File: src/verilog/rmc_pkg.sv
package rmc_pkg;

   // ***********************************************************
   // register addresses (16-bit register numbers)
   // ***********************************************************
   localparam logic [15:0] ADDR_GROUP_HIGH        = 16'h0030;
   localparam logic [15:0] ADDR_GROUP_LOW         = 16'h0031;
   localparam logic [15:0] ADDR_REMOTE_INPUT_HIGH = 16'h007C;
   localparam logic [15:0] ADDR_REMOTE_INPUT_LOW  = 16'h007D;
   localparam logic [15:0] ADDR_REMOTE_OUTPUT_HIGH = 16'h007E;
   localparam logic [15:0] ADDR_REMOTE_OUTPUT_LOW = 16'h007F;

   // ***********************************************************
   // reset values and widths
   // ***********************************************************
   localparam logic [31:0] GROUP_RST        = 32'h0000_0000;
   localparam logic [15:0] REMOTE_INPUT_RST = 16'h0000;
   localparam logic [15:0] RESERVED_READ    = 16'h0000;
   localparam int          REMOTE_TERMS     = 16;
   localparam int          DIRECT_TERMS     = 6;

   // ***********************************************************
   // input function codes for terminal assignment
   // ***********************************************************
   localparam logic [3:0] FN_UNUSED     = 4'h0;
   localparam logic [3:0] FN_FWD_GATE   = 4'h1; // forward_run / motion_gate
   localparam logic [3:0] FN_REV_QHALT  = 4'h2; // backward_run / quick_halt
   localparam logic [3:0] FN_STYLE_DIR  = 4'h3; // halt_style / direction
   localparam logic [3:0] FN_BRAKE_FREE = 4'h4; // brake_release_on_stop
   localparam logic [3:0] FN_HOLD_FREE  = 4'h5; // hold_release
   localparam logic [3:0] FN_PANEL      = 4'h6; // panel_unlock
   localparam logic [3:0] FN_OP0        = 4'h7; // op_select_bit0
   localparam logic [3:0] FN_OP1        = 4'h8; // op_select_bit1
   localparam logic [3:0] FN_OP2        = 4'h9; // op_select_bit2
   localparam int         FN_COUNT      = 10;

   // default remote terminal map, terminal 0 in the low nibble
   localparam logic [15:0][3:0] REMOTE_MAP_DEFAULT = {
      {8{FN_UNUSED}}, FN_BRAKE_FREE, FN_UNUSED, FN_STYLE_DIR,
      FN_REV_QHALT, FN_FWD_GATE, FN_OP2, FN_OP1, FN_OP0};

   // ***********************************************************
   // carriers
   // ***********************************************************
   typedef struct packed {
      logic        stb;
      logic        wr;
      logic [15:0] addr;
      logic [15:0] wdata;
   } rmc_reg_req_t;

   typedef struct packed {
      logic        ack;
      logic        err;
      logic [15:0] rdata;
   } rmc_reg_rsp_t;

   typedef struct packed {
      logic       run;
      logic       reverse;
      logic       decel_stop;
      logic       brake_release;
      logic       shaft_free;
      logic       panel_unlock;
      logic [2:0] op_data_no;
   } rmc_motor_cmd_t;

   // {assigned, active} for one function over a terminal set
   function automatic logic [1:0] rmc_scan(
      input logic [3:0]        code,
      input logic [15:0][3:0]  sel,
      input logic [15:0]       val);
      logic asg;
      logic act;
      asg = 1'b0;
      act = 1'b0;
      for (int i = 0; i < 16; i++) begin
         if (sel[i] == code) begin
            asg = 1'b1;
            act = act | val[i];
         end
      end
      return {asg, act};
   endfunction

endpackage

File: src/verilog/rmc_remote_motor_command_map.sv
// How it works
// - each data item is 32 bits, seen as two 16-bit registers.
// - even address holds upper half, following odd address holds lower half.
// - operation command registers are volatile only, never saved.
// - group address pair at 0x30/0x31 is readable and writable.
// - remote input command pair at 0x7C/0x7D is readable and writable.
// - remote output status pair at 0x7E/0x7F is read only.
// - lower input register holds the sixteen remote terminals, default map.
// - three-wire mode reads bits 3,4,5 as gate, quick halt, direction.
// - any function can be assigned to any remote terminal or none.
// - two-wire: forward_run 1 turns forward, 0 stops.
// - two-wire: backward_run 1 turns reverse, 0 stops.
// - two-wire: halt_style_select 0 instant stop, 1 deceleration stop.
// - three-wire: runs only while motion_gate and quick_halt_gate are 1.
// - three-wire: gate 0 decelerates, quick halt 0 stops instantly.
// - three-wire: direction_select 0 forward, 1 reverse.
// - brake_release_on_stop 0 holds brake at stop, 1 releases it.
// - hold_release 1 frees a held stopped shaft when holding is enabled.
// - panel_unlock 0 limits setup tool functions, 1 lifts the limit.
// - operation data number 0..7 from op_select_bit2..0.
// - function on several terminals acts when any of them is active.
// - unassigned panel_unlock counts as constantly 1.
// - panel_unlock on remote and direct terminals needs both at 1.
module rmc_remote_motor_command_map
   import rmc_pkg::*;
(
   input  wire logic             ref_clk,
   input  wire logic             sys_rst,
   input  wire rmc_reg_req_t     reg_req,
   output rmc_reg_rsp_t          reg_rsp,
   input  wire logic [15:0][3:0] remote_fn_sel,
   input  wire logic [5:0][3:0]  direct_fn_sel,
   input  wire logic [5:0]       direct_in,
   input  wire logic             three_wire_mode,
   input  wire logic             load_hold_en,
   input  wire logic [31:0]      driver_status,
   output logic [31:0]           group_address,
   output rmc_motor_cmd_t        motor_cmd
);

   // ***********************************************************
   // volatile command registers
   // ***********************************************************
   logic [15:0]    group_hi_q;
   logic [15:0]    group_hi_d;
   logic [15:0]    group_lo_q;
   logic [15:0]    group_lo_d;
   logic [15:0]    remote_in_q;
   logic [15:0]    remote_in_d;
   rmc_reg_rsp_t   rsp_d;
   logic           ack_q;
   logic           err_q;
   logic [15:0]    rdata_q;
   rmc_motor_cmd_t cmd_q;
   rmc_motor_cmd_t cmd_d;
   logic [5:0]     direct_meta_q;
   logic [5:0]     direct_sync_q;

   // ***********************************************************
   // register number match
   // ***********************************************************
   // one map address against the number on the request
   function automatic logic addr_is(input logic [15:0] num,
                                    input logic [15:0] map_addr);
      return num == map_addr;
   endfunction

   // ***********************************************************
   // address decode
   // ***********************************************************
   logic        hit_grp_hi;
   logic        hit_grp_lo;
   logic        hit_in_hi;
   logic        hit_in_lo;
   logic        hit_out_hi;
   logic        hit_out_lo;

   logic        hit_any;
   logic        hit_ro;

   logic        wr_ok;
   logic        rd_ok;
   logic [15:0] rd_mux;

   assign hit_grp_hi = addr_is(reg_req.addr, ADDR_GROUP_HIGH);
   assign hit_grp_lo = addr_is(reg_req.addr, ADDR_GROUP_LOW);
   assign hit_in_hi  = addr_is(reg_req.addr, ADDR_REMOTE_INPUT_HIGH);
   assign hit_in_lo  = addr_is(reg_req.addr, ADDR_REMOTE_INPUT_LOW);
   assign hit_out_hi = addr_is(reg_req.addr, ADDR_REMOTE_OUTPUT_HIGH);
   assign hit_out_lo = addr_is(reg_req.addr, ADDR_REMOTE_OUTPUT_LOW);

   assign hit_ro     = hit_out_hi | hit_out_lo;
   assign hit_any    = hit_grp_hi | hit_grp_lo | hit_in_hi | hit_in_lo |
                       hit_ro;

   // ***********************************************************
   // access errors
   // ***********************************************************
   logic err_unmapped;
   logic err_ro_wr;
   logic acc_err;

   assign err_unmapped = ~hit_any;
   // the status pair takes reads only
   assign err_ro_wr    = reg_req.wr & hit_ro;
   assign acc_err      = err_unmapped | err_ro_wr;

   // ***********************************************************
   // access qualify
   // ***********************************************************
   assign wr_ok = reg_req.stb & reg_req.wr & ~acc_err;
   assign rd_ok = reg_req.stb & ~reg_req.wr & ~acc_err;

   // ***********************************************************
   // write enables
   // ***********************************************************
   logic we_grp_hi;
   logic we_grp_lo;
   logic we_in_lo;

   assign we_grp_hi = wr_ok & hit_grp_hi;
   assign we_grp_lo = wr_ok & hit_grp_lo;
   // upper input word has no terminals: write taken and dropped
   assign we_in_lo  = wr_ok & hit_in_lo;

   // ***********************************************************
   // register writes
   // ***********************************************************
   // each half lands on its own; a lone half leaves the item mixed
   assign group_hi_d  = we_grp_hi ? reg_req.wdata : group_hi_q;

   assign group_lo_d  = we_grp_lo ? reg_req.wdata : group_lo_q;

   assign remote_in_d = we_in_lo ? reg_req.wdata : remote_in_q;

   // ***********************************************************
   // register reads
   // ***********************************************************
   assign rd_mux = hit_grp_hi ? group_hi_q :
                   hit_grp_lo ? group_lo_q :
                   hit_in_hi  ? RESERVED_READ :
                   hit_in_lo  ? remote_in_q :
                   hit_out_hi ? driver_status[31:16] :
                   hit_out_lo ? driver_status[15:0] :
                   RESERVED_READ;

   // ***********************************************************
   // response
   // ***********************************************************
   assign rsp_d.ack   = reg_req.stb;
   assign rsp_d.err   = reg_req.stb & acc_err;
   assign rsp_d.rdata = rd_ok ? rd_mux : 16'h0000;

   // ***********************************************************
   // direct input synchroniser
   // ***********************************************************
   // first stage feeds only the second
   always_ff @(posedge ref_clk) begin
      if (sys_rst) begin
         direct_meta_q <= 6'h00;
      end else begin
         direct_meta_q <= direct_in;
      end
   end

   always_ff @(posedge ref_clk) begin
      if (sys_rst) begin
         direct_sync_q <= 6'h00;
      end else begin
         direct_sync_q <= direct_meta_q;
      end
   end

   // ***********************************************************
   // terminal function scan
   // ***********************************************************
   logic [15:0][3:0]    direct_sel_pad;
   logic [15:0]         direct_val_pad;

   logic [FN_COUNT-1:0] rem_asg;
   logic [FN_COUNT-1:0] rem_act;
   logic [FN_COUNT-1:0] dir_asg;
   logic [FN_COUNT-1:0] dir_act;

   logic [FN_COUNT-1:0] fn_on;

   assign direct_sel_pad = {{10{FN_UNUSED}}, direct_fn_sel};
   assign direct_val_pad = {10'h000, direct_sync_q};

   for (genvar f = 1; f < FN_COUNT; f++) begin : g_rem
      // any terminal position may carry any function
      assign {rem_asg[f], rem_act[f]} =
         rmc_scan(4'(f), remote_fn_sel, remote_in_q);
   end

   for (genvar f = 1; f < FN_COUNT; f++) begin : g_dir
      assign {dir_asg[f], dir_act[f]} =
         rmc_scan(4'(f), direct_sel_pad, direct_val_pad);
   end

   for (genvar f = 1; f < FN_COUNT; f++) begin : g_fn
      assign fn_on[f] = rem_act[f] | dir_act[f];
   end

   assign rem_asg[0] = 1'b0;
   assign rem_act[0] = 1'b0;
   assign dir_asg[0] = 1'b0;
   assign dir_act[0] = 1'b0;
   assign fn_on[0]   = 1'b0;

   // ***********************************************************
   // function view
   // ***********************************************************
   logic       fwd_gate;
   logic       rev_qhalt;
   logic       style_dir;
   logic       brake_free;
   logic       hold_free;
   logic [2:0] op_bits;

   assign fwd_gate   = fn_on[FN_FWD_GATE];
   assign rev_qhalt  = fn_on[FN_REV_QHALT];
   assign style_dir  = fn_on[FN_STYLE_DIR];
   assign brake_free = fn_on[FN_BRAKE_FREE];
   assign hold_free  = fn_on[FN_HOLD_FREE];
   assign op_bits    = {fn_on[FN_OP2], fn_on[FN_OP1],
                        fn_on[FN_OP0]};

   // ***********************************************************
   // two-wire decode
   // ***********************************************************
   logic run2;
   logic rev2;
   logic decel2;

   // one direction bit alone runs; both or none stop
   assign run2   = fwd_gate ^ rev_qhalt;
   assign rev2   = rev_qhalt & ~fwd_gate;
   assign decel2 = style_dir;

   // ***********************************************************
   // three-wire decode
   // ***********************************************************
   logic run3;
   logic rev3;
   logic decel3;

   // same positions read as gate, quick halt and direction
   assign run3   = fwd_gate & rev_qhalt;
   assign rev3   = style_dir;
   // quick halt low wins: instant; else gate low decelerates
   assign decel3 = rev_qhalt;

   // ***********************************************************
   // mode select
   // ***********************************************************
   logic run_now;
   logic rev_now;
   logic decel_now;

   assign run_now   = three_wire_mode ? run3 : run2;
   assign rev_now   = three_wire_mode ? rev3 : rev2;
   assign decel_now = three_wire_mode ? decel3 : decel2;

   // ***********************************************************
   // panel unlock
   // ***********************************************************
   logic panel_both;
   logic panel_now;

   // missing counts as 1, on both sides needs both
   assign panel_both = rem_asg[FN_PANEL] & dir_asg[FN_PANEL];
   assign panel_now =
      panel_both        ? (rem_act[FN_PANEL] & dir_act[FN_PANEL]) :
      rem_asg[FN_PANEL] ? rem_act[FN_PANEL] :
      dir_asg[FN_PANEL] ? dir_act[FN_PANEL] : 1'b1;

   // ***********************************************************
   // command assembly
   // ***********************************************************
   assign cmd_d.run           = run_now;
   assign cmd_d.reverse       = rev_now;
   assign cmd_d.decel_stop    = decel_now;
   // stop outputs only act with the motor at rest
   assign cmd_d.brake_release = brake_free & ~run_now;
   assign cmd_d.shaft_free    = hold_free & load_hold_en &
                                ~run_now;
   assign cmd_d.panel_unlock  = panel_now;
   assign cmd_d.op_data_no    = op_bits;

   // ***********************************************************
   // group address registers, flip-flops only
   // ***********************************************************
   always_ff @(posedge ref_clk) begin
      if (sys_rst) begin
         group_hi_q <= GROUP_RST[31:16];
      end else begin
         group_hi_q <= group_hi_d;
      end
   end

   always_ff @(posedge ref_clk) begin
      if (sys_rst) begin
         group_lo_q <= GROUP_RST[15:0];
      end else begin
         group_lo_q <= group_lo_d;
      end
   end

   // ***********************************************************
   // remote input register, flip-flops only
   // ***********************************************************
   always_ff @(posedge ref_clk) begin
      if (sys_rst) begin
         remote_in_q <= REMOTE_INPUT_RST;
      end else begin
         remote_in_q <= remote_in_d;
      end
   end

   // ***********************************************************
   // response registers
   // ***********************************************************
   always_ff @(posedge ref_clk) begin
      if (sys_rst) begin
         ack_q <= 1'b0;
      end else begin
         ack_q <= rsp_d.ack;
      end
   end

   always_ff @(posedge ref_clk) begin
      if (sys_rst) begin
         err_q <= 1'b0;
      end else begin
         err_q <= rsp_d.err;
      end
   end

   always_ff @(posedge ref_clk) begin
      if (sys_rst) begin
         rdata_q <= 16'h0000;
      end else begin
         rdata_q <= rsp_d.rdata;
      end
   end

   // ***********************************************************
   // command register
   // ***********************************************************
   always_ff @(posedge ref_clk) begin
      if (sys_rst) begin
         cmd_q <= '0;
      end else begin
         cmd_q <= cmd_d;
      end
   end

   // ***********************************************************
   // outputs
   // ***********************************************************
   assign reg_rsp.ack   = ack_q;
   assign reg_rsp.err   = err_q;
   assign reg_rsp.rdata = rdata_q;
   assign group_address = {group_hi_q, group_lo_q};
   assign motor_cmd     = cmd_q;

endmodule
File: config.mk
export PLATFORM = sky130hd
export DESIGN_NAME = rmc_remote_motor_command_map
export DESIGN_NICKNAME = d
export VERILOG_FILES = /design/src/verilog/rmc_pkg.sv /design/src/verilog/rmc_remote_motor_command_map.sv
export SDC_FILE = /design/constraint.sdc
export NUM_CORES = 1
export LEC_CHECK = 0
export ABC_CLOCK_PERIOD_IN_PS = 5700
export BUFFER_PORTS_ARGS = -buffer_cell sky130_fd_sc_hd__buf_2
export CORE_UTILIZATION = 30
export DETAILED_ROUTE_END_ITERATION = 16
export HOLD_SLACK_MARGIN = 0.15
export PLACE_DENSITY = 0.59
export SLEW_MARGIN = 0
export SYNTH_ARGS = -nofsm -noshare
export SYNTH_HDL_FRONTEND = slang
export SYNTH_SLANG_ARGS = --single-unit
File: constraint.sdc
create_clock -name ref_clk -period 5.7 [get_ports ref_clk]
set_input_delay 0.855 -clock ref_clk [delete_from_list [all_inputs] [get_ports ref_clk]]
set_output_delay 0.855 -clock ref_clk [all_outputs]
set_load 0.02 [all_outputs]
Yosys cells after proc, flatten, opt, wreduce, memory -nomap -nowiden
Cells that the tools add are included.
- bits in registers: 87
- input bits: 164
- output and inout bits: 59
- word-level logic and storage cells: 669
- equal/unequal tests: 204
- multiplexer cells: 232
- bitwise gates (word level): 217
- reduce and logical (&&, ||, !) cells: 1
- operators with widths (kind ; count):
    $eq 4x3->1 const B ; 88
    $mux 1 ; 226
    $or 1x1->1 ; 194
    $eq 4x2->1 const B ; 44
    $eq 4x4->1 const B ; 44
    $mux 16 ; 6
    $eq 4x1->1 const B ; 22
    $eq 16x7->1 const B ; 4
    $eq 16x6->1 const B ; 2
    $and 1x1->1 ; 16
    $not 1->1 ; 6
    $reduce_or 2->1 ; 1
    $xor 1x1->1 ; 1

Depth between registers and ports, before layout
Gate-level depths: netlist of run 1.
- word-level depth: 37
- mapped depth: 10
- gate-level depth less buffers: 10

Least setup slack after synthesis of run 1
No wires, ideal clock.
- path type: input -> register
- start point: input direct_fn_sel[0] in the netlist's numbering
- end point: register cmd_q (netlist bit motor_cmd[4])
- setup time: 0.074 ns
- arrival time: 2.754 ns
- data required time: 5.626 ns
- setup slack: 2.872 ns
- cell stages on the path: 10
- path buffers: 1
- cell sequence: clkbuf_1 -> and3b_1 -> nor4_1 -> nand4_1 -> or4b_1 -> ha_1 -> mux2i_1 -> nor2b_1 -> nand2_1 -> a31oi_1
- longest elaborated chain between the ends: 17
- elaborated cells on any way between the ends: 45
- classes of those cells: eq/ne: 3; mux: 19; bitwise: 23
- ends and longest elaborated chain (element ; RTL line ; RTL):
    from (decl) ; rmc_remote_motor_command_map.sv:32 ; input wire logic [5:0][3:0] direct_fn_sel,
    $eq 4x1->1 / $eq 4x2->1 (equally long branches) ; rmc_pkg.sv:78 ; if (sel[i] == code) begin
    $mux 1 ; rmc_pkg.sv:78 ;
    $or 1x1->1 ; rmc_pkg.sv:80 ; act = act | val[i];
    $mux 1 ; rmc_pkg.sv:78 ;
    $or 1x1->1 ; rmc_pkg.sv:80 ;
    $mux 1 ; rmc_pkg.sv:78 ;
    $or 1x1->1 ; rmc_pkg.sv:80 ;
    $mux 1 ; rmc_pkg.sv:78 ;
    $or 1x1->1 ; rmc_pkg.sv:80 ;
    $mux 1 ; rmc_pkg.sv:78 ;
    $or 1x1->1 ; rmc_pkg.sv:80 ;
    $mux 1 ; rmc_pkg.sv:78 ;
    $or 1x1->1 ; rmc_remote_motor_command_map.sv:202 ; assign fn_on[f] = rem_act[f] | dir_act[f];
    $xor 1x1->1 / $and 1x1->1 (equally long branches) ; rmc_remote_motor_command_map.sv:237, rmc_remote_motor_command_map.sv:249 ;
    $mux 1 ; rmc_remote_motor_command_map.sv:261 ; assign run_now = three_wire_mode ? run3 : run2;
    $not 1->1 ; rmc_remote_motor_command_map.sv:287 ; ~run_now;
    $and 1x1->1 * ; rmc_remote_motor_command_map.sv:286 ; assign cmd_d.shaft_free = hold_free & load_hold_en &
    to (signal assigned) ; rmc_remote_motor_command_map.sv:355 ; cmd_q <= cmd_d;
    to (decl) ; rmc_remote_motor_command_map.sv:54 ; rmc_motor_cmd_t cmd_q;
Every way passes the cells marked *; elsewhere a longest branch is shown, timed or not.
A chain may end at the register's enable or synchronous reset.

Worst setup path in the final report of run 1
- start point: input remote_fn_sel[56] in the netlist's numbering
- end point: register cmd_q (netlist bit motor_cmd[4])
- longest elaborated chain between the ends: 9
- elaborated cells on any way between the ends: 21
- classes of those cells: eq/ne: 3; mux: 7; bitwise: 11
- ends and longest elaborated chain (element ; RTL line ; RTL):
    from (decl) ; rmc_remote_motor_command_map.sv:31 ; input wire logic [15:0][3:0] remote_fn_sel,
    $eq 4x1->1 / $eq 4x2->1 (equally long branches) ; rmc_pkg.sv:78 ;
    $mux 1 ; rmc_pkg.sv:78 ;
    $or 1x1->1 ; rmc_pkg.sv:80 ;
    $mux 1 ; rmc_pkg.sv:78 ;
    $or 1x1->1 ; rmc_remote_motor_command_map.sv:202 ;
    $xor 1x1->1 / $and 1x1->1 (equally long branches) ; rmc_remote_motor_command_map.sv:237, rmc_remote_motor_command_map.sv:249 ;
    $mux 1 ; rmc_remote_motor_command_map.sv:261 ;
    $not 1->1 ; rmc_remote_motor_command_map.sv:287 ;
    $and 1x1->1 * ; rmc_remote_motor_command_map.sv:286 ;
Marks and branches as above.

==> summary.log, run 1 <==
INFO  status         run_status=finished clean
INFO  finish         fin_cells=1196
INFO  power_and_ir_drop cell_leakage_power=2.849nW
INFO  routing        routedWlPerCell=21.95um
INFO  sta            slew_headroom=29.15%
INFO  sta            setup-tns-final=0ps
INFO  sta            final_period_minus_worst_setup_slack=3075ps
INFO  synthesis      yosys_most_used_dff=sky130_fd_sc_hd__dfxtp_1
INFO  sta            setup_viol=0
INFO  sta            tightest_slew=1059ps
INFO  place          gp_congestion=1.020
INFO  routing        route.vias.total=6762
INFO  synthesis      netlist.area_leader.share=29.67%
INFO  sta            fmax=325.2MHz
INFO  global_route   antenna_found_initial=5
INFO  routing        wl=26.25mm
INFO  die            floorplan.rows=50
INFO  sta            min_period_over_period=53.95%
INFO  synthesis      synth-edff-count=0
INFO  synthesis      netlist_area=5871um2
INFO  sta            finalHoldViolCount=0
INFO  cts            cts_buffer_depth=2
INFO  critical_path  endpoint_kind=flop
INFO  synthesis      synth_nets=891
INFO  place          place.detailed.hpwl=21.46mm
INFO  finish         fin_util=39.43%
INFO  cts            cts_tree=yes
INFO  finish         layout_net_count=1096
INFO  power_and_ir_drop power.density=197.7nW/um2
INFO  power_and_ir_drop total_power=1.478mW
INFO  critical_path  crit_path_max_fanout=4
INFO  critical_path  max_stage_delay=490ps
INFO  cts            clock_latency=370ps
INFO  cts            clock_tree.htree_level_count=3
INFO  die            initial_standard_cell_utilization_of_the_core=30.97%
INFO  synthesis      postSynthAreaPerCell=8.097um2
INFO  cts            clk_pin_slew=70ps
INFO  synthesis      yosys_warnings=0
INFO  cts            tritoncts_sinks=87
INFO  critical_path  start_kind=primary input
INFO  synthesis      synth_cell_types=69
INFO  cts            cts_resized=0
INFO  synthesis      async_flop_share=0%
INFO  place          place.detailed.instances=1179
INFO  finish         final_cell_area=7475um2
INFO  die            die_y=141.9um
INFO  sta            maxSlewViolCount=0
INFO  place          post_placement_setup_slack=2258ps
INFO  global_route   grt_pass1_vias=6316
INFO  routing        drtAntennaViolNets=0
INFO  synthesis      yosysSeqAreaShare=29.67%
INFO  critical_path  timing.setup.critical_path_class=in2reg
INFO  synthesis      area_contributors_post_synth=sky130_fd_sc_hd__dfxtp_1 30%, sky130_fd_sc_hd__o22ai_1 6.1%, sky130_fd_sc_hd__mux2i_1 5.6%, sky130_fd_sc_hd__nor2_1 4.7%, sky130_fd_sc_hd__nand2_1 4.2%
INFO  die            die_area=20130um2
INFO  synthesis      postSynthRegisterBits=87
INFO  sta            worst_slack=2625ps
INFO  cts            numCtsBuffers=9
INFO  cts            post-cts-setup-buffer-count=0
INFO  synthesis      yosys-top-cells-count=87 x sky130_fd_sc_hd__dfxtp_1, 74 x sky130_fd_sc_hd__nor2_1, 65 x sky130_fd_sc_hd__nand2_1
INFO  routing        drt_first_iter_violations=569
INFO  global_route   grt_pass1_wl=38.29mm
INFO  global_route   grt_use_total=26.06%
INFO  cts            clockRootBuffer=sky130_fd_sc_hd__clkbuf_16
INFO  synthesis      yosysTopAreaCell=sky130_fd_sc_hd__dfxtp_1
INFO  routing        dr.pass1.iters=5
INFO  sta            fin_skew=16.25ps
INFO  critical_path  data_arrival_at_the_endpoint_of_the_critical_path=3360ps
INFO  routing        drcViolationCount=0
INFO  hold_path      min_path_type=reg2reg
INFO  power_and_ir_drop vdd_drop_max=144.8uV
INFO  sta            finalHoldWorstSlack=440.3ps
INFO  die            die_w=141.9um
INFO  place          number_of_buffer_cells_added_on_primary_ports=222
INFO  critical_path  list_of_cells_traversed_by_the_critical_path=buf_2 -> nand2b_1 -> o22ai_1 -> nor4_1 -> and4_1 -> nand2_1 -> ha_1 -> mux2i_1 -> nor2b_1 -> nand2_1 -> a31oi_1
INFO  sta            rsz0062_at_grt=no
INFO  synthesis      synth.most_common_cell=sky130_fd_sc_hd__dfxtp_1
INFO  critical_path  critical_path.top_delay_family=simple AND/OR/NAND/NOR gates
INFO  global_route   grt_start_max_net_pins=69
INFO  routing        route.detailed.vias_per_inst=5.654
INFO  critical_path  crit_path_frequent_cell=sky130_fd_sc_hd__nand2_1
INFO  cts            cts-hold-fix-buffers=0
INFO  finish         fillCellCount=2011
INFO  critical_path  critical_path_required=5980ps
INFO  critical_path  cp_num_buf_inv=1
INFO  die            core_area=18960um2
INFO  die            i_o_pin_count=223
INFO  place          post_dp_cell_area=7168um2
INFO  global_route   global_route.overflow_total=0
INFO  critical_path  slowest_stage=sky130_fd_sc_hd__nor4_1
INFO  finish         layout_stage_area_growth_over_the_synthesis_result=27.32%
INFO  run            drv_cap=0
INFO  finish         final_layout_size_suffix_gt1_share=30.91%
INFO  synthesis      postSynthCellCount=725
-- flip-flops by register name, indices dropped and copies added, names as in the netlist --
signal,count
ack_q,1
direct_meta_q,6
direct_sync_q,6
err_q,1
group_hi_q,16
group_lo_q,16
motor_cmd,9
rdata_q,16
remote_in_q,16
-- worst paths after layout --
check	startpoint	end	slack [ps]	depth (start not counted)
min reg2reg	direct_meta_q[4]$_SDFF_PP0_	direct_sync_q[4]$_SDFF_PP0_	440	1
max	remote_fn_sel[56]	motor_cmd[4]$_SDFF_PP0_	2620	11
min	direct_meta_q[4]$_SDFF_PP0_	direct_sync_q[4]$_SDFF_PP0_	440	1
max reg2reg	remote_in_q[14]$_SDFFE_PP0P_	motor_cmd[4]$_SDFF_PP0_	2890	10
-- per-layer routing --
metal | GRT usage [%] | routed length, um | vias to the layer above
li1 | - | - | 3175
met1 | 34.66 | 11280 | 3115
met2 | 40.76 | 11490 | 409
met3 | 5.434 | 2569 | 59
met4 | 10.92 | 893 | 4
met5 | 0 | 22 | -
-- cell families after synthesis --
group,share of synthesized area [%]
buffers and inverters,3.836
DFF,29.67
adders and majority gates,0.4262
AOI/OAI and AO/OA,19.08
and+or+nand+nor,38.30
muxes,8.696
-- report_power, final --
part | switching (mW) | internal, mW | leakage, nW
Sequential | 0.00268 | 0.614 | 0.704
Combinational | 0.127 | 0.0915 | 2.00
Clock | 0.297 | 0.345 | 0.144
-- cell usage in the layout, fill, tap and decap left out, drive strengths merged, types with 18 or more instances in the layout --
| cell type | Yosys | layout |
|---|---|---|
| dfxtp | 87 | 87 |
| inv | 17 | 19 |
| nor2 | 75 | 75 |
| nand2 | 65 | 65 |
| a21oi | 18 | 18 |
| buf | 16 | 225 |
| mux2i | 33 | 33 |
| nand2b | 38 | 38 |
| nor3 | 20 | 20 |
| nor2b | 33 | 33 |
| nand3b | 29 | 29 |
| o21ai | 18 | 18 |
| o22ai | 57 | 57 |
| nor4 | 22 | 22 |
-- final cells by class --
cell class	count	area, um2	area share, %
well taps	260	325.3	4.352
flip-flops and latches	87	1742	23.30
repair buffers	225	1134	15.17
diodes	1	2.502	0.03348
clock inverters	7	78.83	1.055
inverters	17	63.81	0.8537
multi-input cells	590	3904	52.23
clock buffers	9	225.2	3.013
No activity file was read; power rests on OpenSTA's default activity.
==> run 2: changes to the inputs <==
--- a/config.mk
+++ b/config.mk
@@ -5,12 +5,13 @@
 export SDC_FILE = /design/constraint.sdc
 export NUM_CORES = 1
 export LEC_CHECK = 0
-export ABC_CLOCK_PERIOD_IN_PS = 5700
+export ABC_AREA = 1
+export ABC_CLOCK_PERIOD_IN_PS = 3050
 export BUFFER_PORTS_ARGS = -buffer_cell sky130_fd_sc_hd__buf_2
 export CORE_UTILIZATION = 30
 export DETAILED_ROUTE_END_ITERATION = 16
 export HOLD_SLACK_MARGIN = 0.15
-export PLACE_DENSITY = 0.59
+export PLACE_DENSITY = 0.58
 export SLEW_MARGIN = 0
 export SYNTH_ARGS = -nofsm -noshare
 export SYNTH_HDL_FRONTEND = slang
==> constraint.sdc (replaced) <==
create_clock -name ref_clk -period 3.05 [get_ports ref_clk]
set_input_delay 0.4575 -clock ref_clk [delete_from_list [all_inputs] [get_ports ref_clk]]
set_output_delay 0.4575 -clock ref_clk [all_outputs]
set_load 0.02 [all_outputs]
==> summary.log, run 2 <==
INFO  synthesis      yosysSeqAreaShare=26.11%
INFO  global_route   antenna_found_initial=0
INFO  critical_path  worst_r2r_path_depth=10
INFO  power_and_ir_drop power.clock.fraction=42.9%
INFO  routing        drt_first_iter_violations=517
INFO  synthesis      synth.most_common_cell=sky130_fd_sc_hd__nor2_1
INFO  finish         most_frequent_cells_in_the_layout=229 x sky130_fd_sc_hd__nor2_1, 222 x sky130_fd_sc_hd__buf_2, 207 x sky130_fd_sc_hd__nand2_1
INFO  hold_path      worst_hold_endpoint=direct_meta_q[1]$_SDFF_PP0_
INFO  sta            setup-tns-final=0ps
INFO  die            i_o_pin_count=223
INFO  die            die_y=151.1um
INFO  die            die_area=22840um2
INFO  synthesis      postSynthAreaPerCell=5.883um2
INFO  global_route   grt.busiest_layer=met2
INFO  synthesis      yosys_warnings=0
INFO  global_route   globalRouteMet1Util=31.66%
INFO  critical_path  crit_path_max_fanout=5
INFO  critical_path  list_of_cells_traversed_by_the_critical_path=inv_1 -> nor3_1 -> a22oi_1 -> o221ai_1 -> nor2_1 -> nand4_1 -> ha_1 -> mux2i_1 -> nand2_1 -> a21oi_1
INFO  sta            finalHoldViolCount=0
INFO  global_route   grt_use_met2=36.83%
INFO  sta            final_period_minus_worst_setup_slack=2185ps
INFO  critical_path  crit-reg2reg-launch=remote_in_q[14]$_SDFFE_PP0P_
INFO  synthesis      netlist_area=6671um2
INFO  finish         final_common_cell=sky130_fd_sc_hd__nor2_1
INFO  synthesis      postSynthCellCount=1134
INFO  sta            setup_viol=0
INFO  synthesis      synth-edff-count=0
INFO  finish         final_layout_size_suffix_gt1_share=21.14%
INFO  global_route   grt_use_total=23.00%
INFO  place          place.detailed.hpwl=21.90mm
INFO  power_and_ir_drop comb_power_share=14.0%
INFO  synthesis      async_flop_share=0%
INFO  routing        routedWlPerCell=16.16um
INFO  sta            min_period_over_period=71.65%
INFO  critical_path  worst-r2r-setup-slack=860ps
INFO  global_route   global_route.overflow_total=0
INFO  synthesis      synth_nets=1300
INFO  power_and_ir_drop vdd_drop_max=218.8uV
INFO  power_and_ir_drop seq_power_share=43.1%
INFO  routing        drtAntennaViolNets=0
INFO  sta            slew_headroom=53.25%
INFO  cts            clock_latency=360ps
INFO  cts            cts_tree=yes
INFO  synthesis      postSynthRegisterBits=87
INFO  power_and_ir_drop cell_leakage_power=4.380nW
INFO  critical_path  slowest_stage=sky130_fd_sc_hd__dfxtp_1
INFO  die            floorplan.rows=54
INFO  place          number_of_buffer_cells_added_on_primary_ports=222
INFO  status         run_status=finished clean
INFO  hold_path      worst_hold_startpoint=direct_in[1]
INFO  synthesis      synth_cell_types=46
INFO  synthesis      yosysTopAreaCell=sky130_fd_sc_hd__dfxtp_1
INFO  power_and_ir_drop internal_power=1.875mW
INFO  cts            clock_tree.htree_level_count=3
INFO  routing        drcViolationCount=0
INFO  finish         layout_net_count=1509
INFO  power_and_ir_drop total_power=2.678mW
INFO  finish         layout_stage_area_growth_over_the_synthesis_result=24.19%
INFO  finish         area_occupied_by_multi_input_gates=4051um2
INFO  routing        dr.pass1.iters=5
INFO  synthesis      netlist.area_leader.share=26.11%
INFO  die            core_area=21820um2
INFO  die            initial_standard_cell_utilization_of_the_core=30.57%
INFO  power_and_ir_drop switching_power=0.8031mW
INFO  sta            fmax=457.6MHz
INFO  sta            rsz0062_at_grt=no
INFO  critical_path  worst_r2r_endpoint=motor_cmd[5]$_SDFF_PP0_
INFO  critical_path  critical_path_required=3330ps
INFO  die            die_w=151.1um
INFO  cts            clk_pin_slew=70ps
INFO  global_route   grt_pass1_wl=39.83mm
INFO  place          gp_congestion=0.9357
INFO  synthesis      yosys-top-cells-count=229 x sky130_fd_sc_hd__nor2_1, 207 x sky130_fd_sc_hd__nand2_1, 179 x sky130_fd_sc_hd__inv_1
INFO  hold_path      min_path_type=in2reg
INFO  global_route   grt_pass1_vias=7405
INFO  routing        route.detailed.vias_per_inst=5.017
INFO  cts            cts-hold-fix-buffers=0
INFO  routing        route.vias.total=8172
INFO  finish         area_occupied_by_registers=1742um2
INFO  sta            tightest_slew=699.0ps
INFO  cts            cts_buffer_depth=2
INFO  critical_path  timing.setup.critical_path_class=reg2reg
INFO  routing        wl=26.33mm
INFO  finish         fillCellCount=2428
INFO  critical_path  endpoint_kind=flop
INFO  synthesis      area_contributors_post_synth=sky130_fd_sc_hd__dfxtp_1 26%, sky130_fd_sc_hd__nor2_1 13%, sky130_fd_sc_hd__nand2_1 12%, sky130_fd_sc_hd__inv_1 10%, sky130_fd_sc_hd__nand3_1 10%
INFO  synthesis      yosys_most_used_dff=sky130_fd_sc_hd__dfxtp_1
INFO  critical_path  data_arrival_at_the_endpoint_of_the_critical_path=2470ps
INFO  cts            numCtsBuffers=9
INFO  cts            cts_resized=0
INFO  power_and_ir_drop switching_share=29.98%
INFO  sta            fin_skew=18.48ps
INFO  global_route   grt_use_met3=3.675%
INFO  sta            maxSlewViolCount=0
INFO  cts            clockRootBuffer=sky130_fd_sc_hd__clkbuf_16
INFO  cts            post-cts-setup-buffer-count=0
INFO  power_and_ir_drop power.density=323.3nW/um2
INFO  cts            tritoncts_sinks=87
INFO  run            drv_cap=0
INFO  critical_path  start_kind=flop
INFO  critical_path  max_stage_delay=360ps
INFO  hold_path      hold_path_depth=3
INFO  global_route   grt_start_max_net_pins=55
-- run 2: cell families (layout without fill, tap and decap cells) --
| logic type | Yosys count | count (layout) | synth area share, % |
|---|---|---|---|
| other | 0 | 1 | 0 |
| buffers and inverters | 214 | 428 | 13.17 |
| adder cells (fa/ha/maj) | 2 | 2 | 0.3750 |
| multiplexers | 1 | 1 | 0.1500 |
| flip-flops | 87 | 87 | 26.11 |
| AND/OR/NAND/NOR | 713 | 713 | 49.68 |
| AO/OA/AOI/OAI | 117 | 117 | 10.52 |
-- run 2: worst max path at each step --
stage,startpoint,end,slack [ps],depth (start not counted)
floorplan,reg_req[31],group_hi_q[10]$_SDFFE_PP0P_,1260,12
global placement,reg_req[31],remote_in_q[15]$_SDFFE_PP0P_,630,9
detailed placement,reg_req[31],remote_in_q[9]$_SDFFE_PP0P_,620,9
CTS,remote_in_q[14]$_SDFFE_PP0P_,motor_cmd[4]$_SDFF_PP0_,900,10
global route,remote_in_q[14]$_SDFFE_PP0P_,motor_cmd[5]$_SDFF_PP0_,670,10
finish,remote_in_q[14]$_SDFFE_PP0P_,motor_cmd[5]$_SDFF_PP0_,860,10
-- run 2: area by class of cell --
class,count,area share [%]
multi-input combinational,833,48.90
tap,280,4.228
sequential,87,21.02
timing repair buffer,226,13.77
clock buffer,10,2.884
clock inverter,6,0.7098
inverter,186,8.457
antenna,1,0.03020
-- run 2: per-stage QoR --
stage	hold slack (ps)	cell area (um2)	std cells	worst slack (ps)	util (%)
2_1_floorplan	388.3	6671	1134	1259	-
3_3_place_gp	393.5	7985	1612	634.7	36.59
3_5_place_dp	392.8	7985	1612	620.2	36.59
4_1_cts	300.5	8283	1628	898.1	37.95
5_1_grt	315.0	8283	1628	665.7	37.95
6_report	310.1	8285	1629	864.7	37.97
-- run 2: worst max-delay path, delay by kind of cell, from the launching register on --
| family | cells | cell delay [ps] |
|---|---|---|
| AO/OA/AOI/OAI | 3 | 500 |
| flip-flops | 1 | 360 |
| adder cells (fa/ha/maj) | 1 | 290 |
| buffers and inverters | 1 | 200 |
| AND/OR/NAND/NOR | 4 | 510 |
| multiplexers | 1 | 240 |
-- run 2: per-layer routing --
| layer | share of wire [%] | vias up | wire length (um) |
|---|---|---|---|
| met3 | 7.3 | 30 | 1923 |
| met1 | 46 | 3686 | 12120 |
| met2 | 45 | 326 | 11810 |
| li1 | - | 4130 | - |
| met4 | 1.8 | 0 | 477 |
| met5 | 0 | - | 0 |
-- run 2: power groups by stage --
stage / registers [mW] / logic (mW) / clock network, mW
after CTS: 1.15 / 0.373 / 1.16
after floorplan: 1.18 / 0.157 / 0
after global placement: 1.18 / 0.373 / 0
final: 1.15 / 0.376 / 1.15
after detailed placement: 1.18 / 0.371 / 0
after global routing: 1.16 / 0.414 / 1.21
==> run 3: changes to the inputs <==
--- a/config.mk
+++ b/config.mk
@@ -6,7 +6,7 @@
 export NUM_CORES = 1
 export LEC_CHECK = 0
 export ABC_AREA = 1
-export ABC_CLOCK_PERIOD_IN_PS = 3050
+export ABC_CLOCK_PERIOD_IN_PS = 2300
 export BUFFER_PORTS_ARGS = -buffer_cell sky130_fd_sc_hd__buf_2
 export CORE_UTILIZATION = 30
 export DETAILED_ROUTE_END_ITERATION = 16
==> constraint.sdc (replaced) <==
create_clock -name ref_clk -period 2.3 [get_ports ref_clk]
set_input_delay 0.345 -clock ref_clk [delete_from_list [all_inputs] [get_ports ref_clk]]
set_output_delay 0.345 -clock ref_clk [all_outputs]
set_load 0.02 [all_outputs]
==> summary.log, run 3 (synthesized netlist as in run 2, its figures left out) <==
INFO  global_route   grt_pass1_wl=40.26mm
INFO  global_route   antenna_found_initial=0
INFO  critical_path  data_arrival_at_the_endpoint_of_the_critical_path=2350ps
INFO  place          post_placement_setup_slack=100.5ps
INFO  finish         most_frequent_cells_in_the_layout=229 x sky130_fd_sc_hd__nor2_1, 222 x sky130_fd_sc_hd__buf_2, 207 x sky130_fd_sc_hd__nand2_1
INFO  sta            fin_skew=16.20ps
INFO  cts            clock_latency=360ps
INFO  die            die_w=151.1um
INFO  critical_path  cp_num_buf_inv=1
INFO  critical_path  slowest_stage=sky130_fd_sc_hd__dfxtp_1
INFO  finish         final_cell_area=8409um2
INFO  routing        route.vias.total=8186
INFO  cts            cts_buffer_depth=2
INFO  finish         final_layout_size_suffix_gt1_share=22.06%
INFO  critical_path  start_kind=flop
INFO  global_route   global_route.overflow_total=0
INFO  sta            tightest_slew=630.3ps
INFO  routing        route.detailed.vias_per_inst=4.988
INFO  critical_path  endpoint_kind=flop
INFO  cts            clock_tree.htree_level_count=3
INFO  place          post_dp_cell_area=8075um2
INFO  critical_path  critical_path.top_delay_family=simple AND/OR/NAND/NOR gates
INFO  sta            finalHoldViolCount=0
INFO  global_route   grt_use_total=23.25%
INFO  routing        routedWlPerCell=15.99um
INFO  cts            clk_pin_slew=70ps
INFO  critical_path  critical_path_required=2590ps
INFO  critical_path  worst-r2r-setup-slack=230ps
INFO  routing        drcViolationCount=0
INFO  sta            maxSlewViolCount=0
INFO  sta            min_period_over_period=89.92%
INFO  finish         fillCellCount=2452
INFO  power_and_ir_drop cell_leakage_power=4.454nW
INFO  finish         layout_net_count=1521
INFO  cts            post-cts-setup-buffer-count=0
INFO  sta            slew_headroom=57.59%
INFO  critical_path  timing.setup.critical_path_class=reg2reg
INFO  die            initial_standard_cell_utilization_of_the_core=30.57%
INFO  finish         layout_stage_area_growth_over_the_synthesis_result=26.05%
INFO  sta            setup_viol=0
INFO  sta            final_period_minus_worst_setup_slack=2068ps
INFO  routing        drtAntennaViolNets=0
INFO  place          place.detailed.hpwl=22.14mm
INFO  die            core_area=21820um2
INFO  power_and_ir_drop power.density=434.0nW/um2
INFO  run            drv_cap=0
INFO  sta            setup-tns-final=0ps
INFO  place          gp_congestion=0.9523
INFO  sta            fmax=483.5MHz
INFO  cts            tritoncts_sinks=87
INFO  die            i_o_pin_count=223
INFO  power_and_ir_drop vdd_drop_max=290.7uV
INFO  die            die_y=151.1um
INFO  sta            rsz0062_at_grt=no
INFO  routing        drt_first_iter_violations=550
INFO  critical_path  crit_path_max_fanout=5
INFO  routing        dr.pass1.iters=6
INFO  critical_path  list_of_cells_traversed_by_the_critical_path=inv_1 -> nor3_1 -> nand2_1 -> o2111ai_1 -> nor2_1 -> nand2_1 -> ha_1 -> mux2i_2 -> nand2_1 -> a21oi_1
INFO  finish         final_common_cell=sky130_fd_sc_hd__nor2_1
INFO  sta            worst_slack=231.8ps
INFO  global_route   grt_start_max_net_pins=55
INFO  global_route   grt_pass1_vias=7593
INFO  routing        wl=26.25mm
INFO  status         run_status=finished clean
INFO  critical_path  crit_path_frequent_cell=sky130_fd_sc_hd__nand2_1
INFO  critical_path  max_stage_delay=430ps
INFO  power_and_ir_drop total_power=3.649mW
INFO  cts            clockRootBuffer=sky130_fd_sc_hd__clkbuf_16
INFO  hold_path      min_path_type=in2reg
INFO  place          number_of_buffer_cells_added_on_primary_ports=222
INFO  cts            cts_tree=yes
INFO  die            die_area=22840um2
INFO  die            floorplan.rows=54
INFO  cts            numCtsBuffers=9
[run 3: changes by cell type in the layout (fill, tap and decap cells not counted), sizes merged]
cell | before | now
clkinvlp | 1 | 0
buf | 226 | 238
clkbuf | 10 | 9
bufinv | 0 | 1
clkinv | 2 | 3
[run 3: layout make-up]
type | count | area, um2 | area share, %
Timing Repair Buffer | 238 | 1231 | 14.64
Antenna cell | 1 | 2.502 | 0.02976
Sequential cell | 87 | 1742 | 20.71
Inverter | 186 | 700.7 | 8.332
Multi-Input combinational cell | 833 | 4060 | 48.28
Clock inverter | 7 | 97.59 | 1.161
Tap cell | 280 | 350.3 | 4.166
Clock buffer | 9 | 225.2 | 2.678
[run 3: through the flow]
| step | hold slack (ps) | utilization, % | instances |
|---|---|---|---|
| finish | 197.6 | 38.53 | 1641 |
| global route | 197.4 | 38.52 | 1640 |
| CTS | 187.2 | 38.48 | 1640 |
| detailed placement | 396.2 | 37.00 | 1624 |
| global placement | 389.3 | 37.00 | 1624 |
| floorplan | 388.3 | - | 1134 |
[run 3: path summary, 6_finish.rpt]
kind,endpoint,startpoint,cells past startpoint
worst max-delay path,motor_cmd[5]$_SDFF_PP0_,remote_in_q[3]$_SDFFE_PP0P_,10
worst min-delay path,direct_meta_q[0]$_SDFF_PP0_,direct_in[0],3
worst max register to register,motor_cmd[5]$_SDFF_PP0_,remote_in_q[3]$_SDFFE_PP0P_,10
worst min register to register,direct_sync_q[4]$_SDFF_PP0_,direct_meta_q[4]$_SDFF_PP0_,2
[run 3: worst reg2reg max path, cell delays in order (launching register included)]
cell	delay [ps]
sky130_fd_sc_hd__dfxtp_1	430
sky130_fd_sc_hd__inv_1	150
sky130_fd_sc_hd__nor3_1	300
sky130_fd_sc_hd__nand2_1	100
sky130_fd_sc_hd__o2111ai_1	120
sky130_fd_sc_hd__nor2_1	90
sky130_fd_sc_hd__nand2_1	130
sky130_fd_sc_hd__ha_1	260
sky130_fd_sc_hd__mux2i_2	210
sky130_fd_sc_hd__nand2_1	80
sky130_fd_sc_hd__a21oi_1	130
[run 3: layer usage]
metal  up-vias  share of wire [%]  track usage, %
met2       353                 44           36.81
met4         0                3.0           8.700
met5         -                  0               0
met3        46                8.3           3.645
li1       4139                  -               -
met1      3648                 45           31.58
[run 3: repair_timing]
| action | in CTS | in global routing |
|---|---|---|
| endpoints found under the setup margin | 0 | 3 |
| resized for setup | 0 | 3 |
| hold buffers | 0 | 0 |
[run 3: report_power, final]
part | switching (mW) | leakage [nW] | total (mW) | internal, mW
registers | 0.00874 | 0.704 | 1.53 | 1.52
logic | 0.325 | 3.59 | 0.498 | 0.173
clock network | 0.739 | 0.159 | 1.62 | 0.882
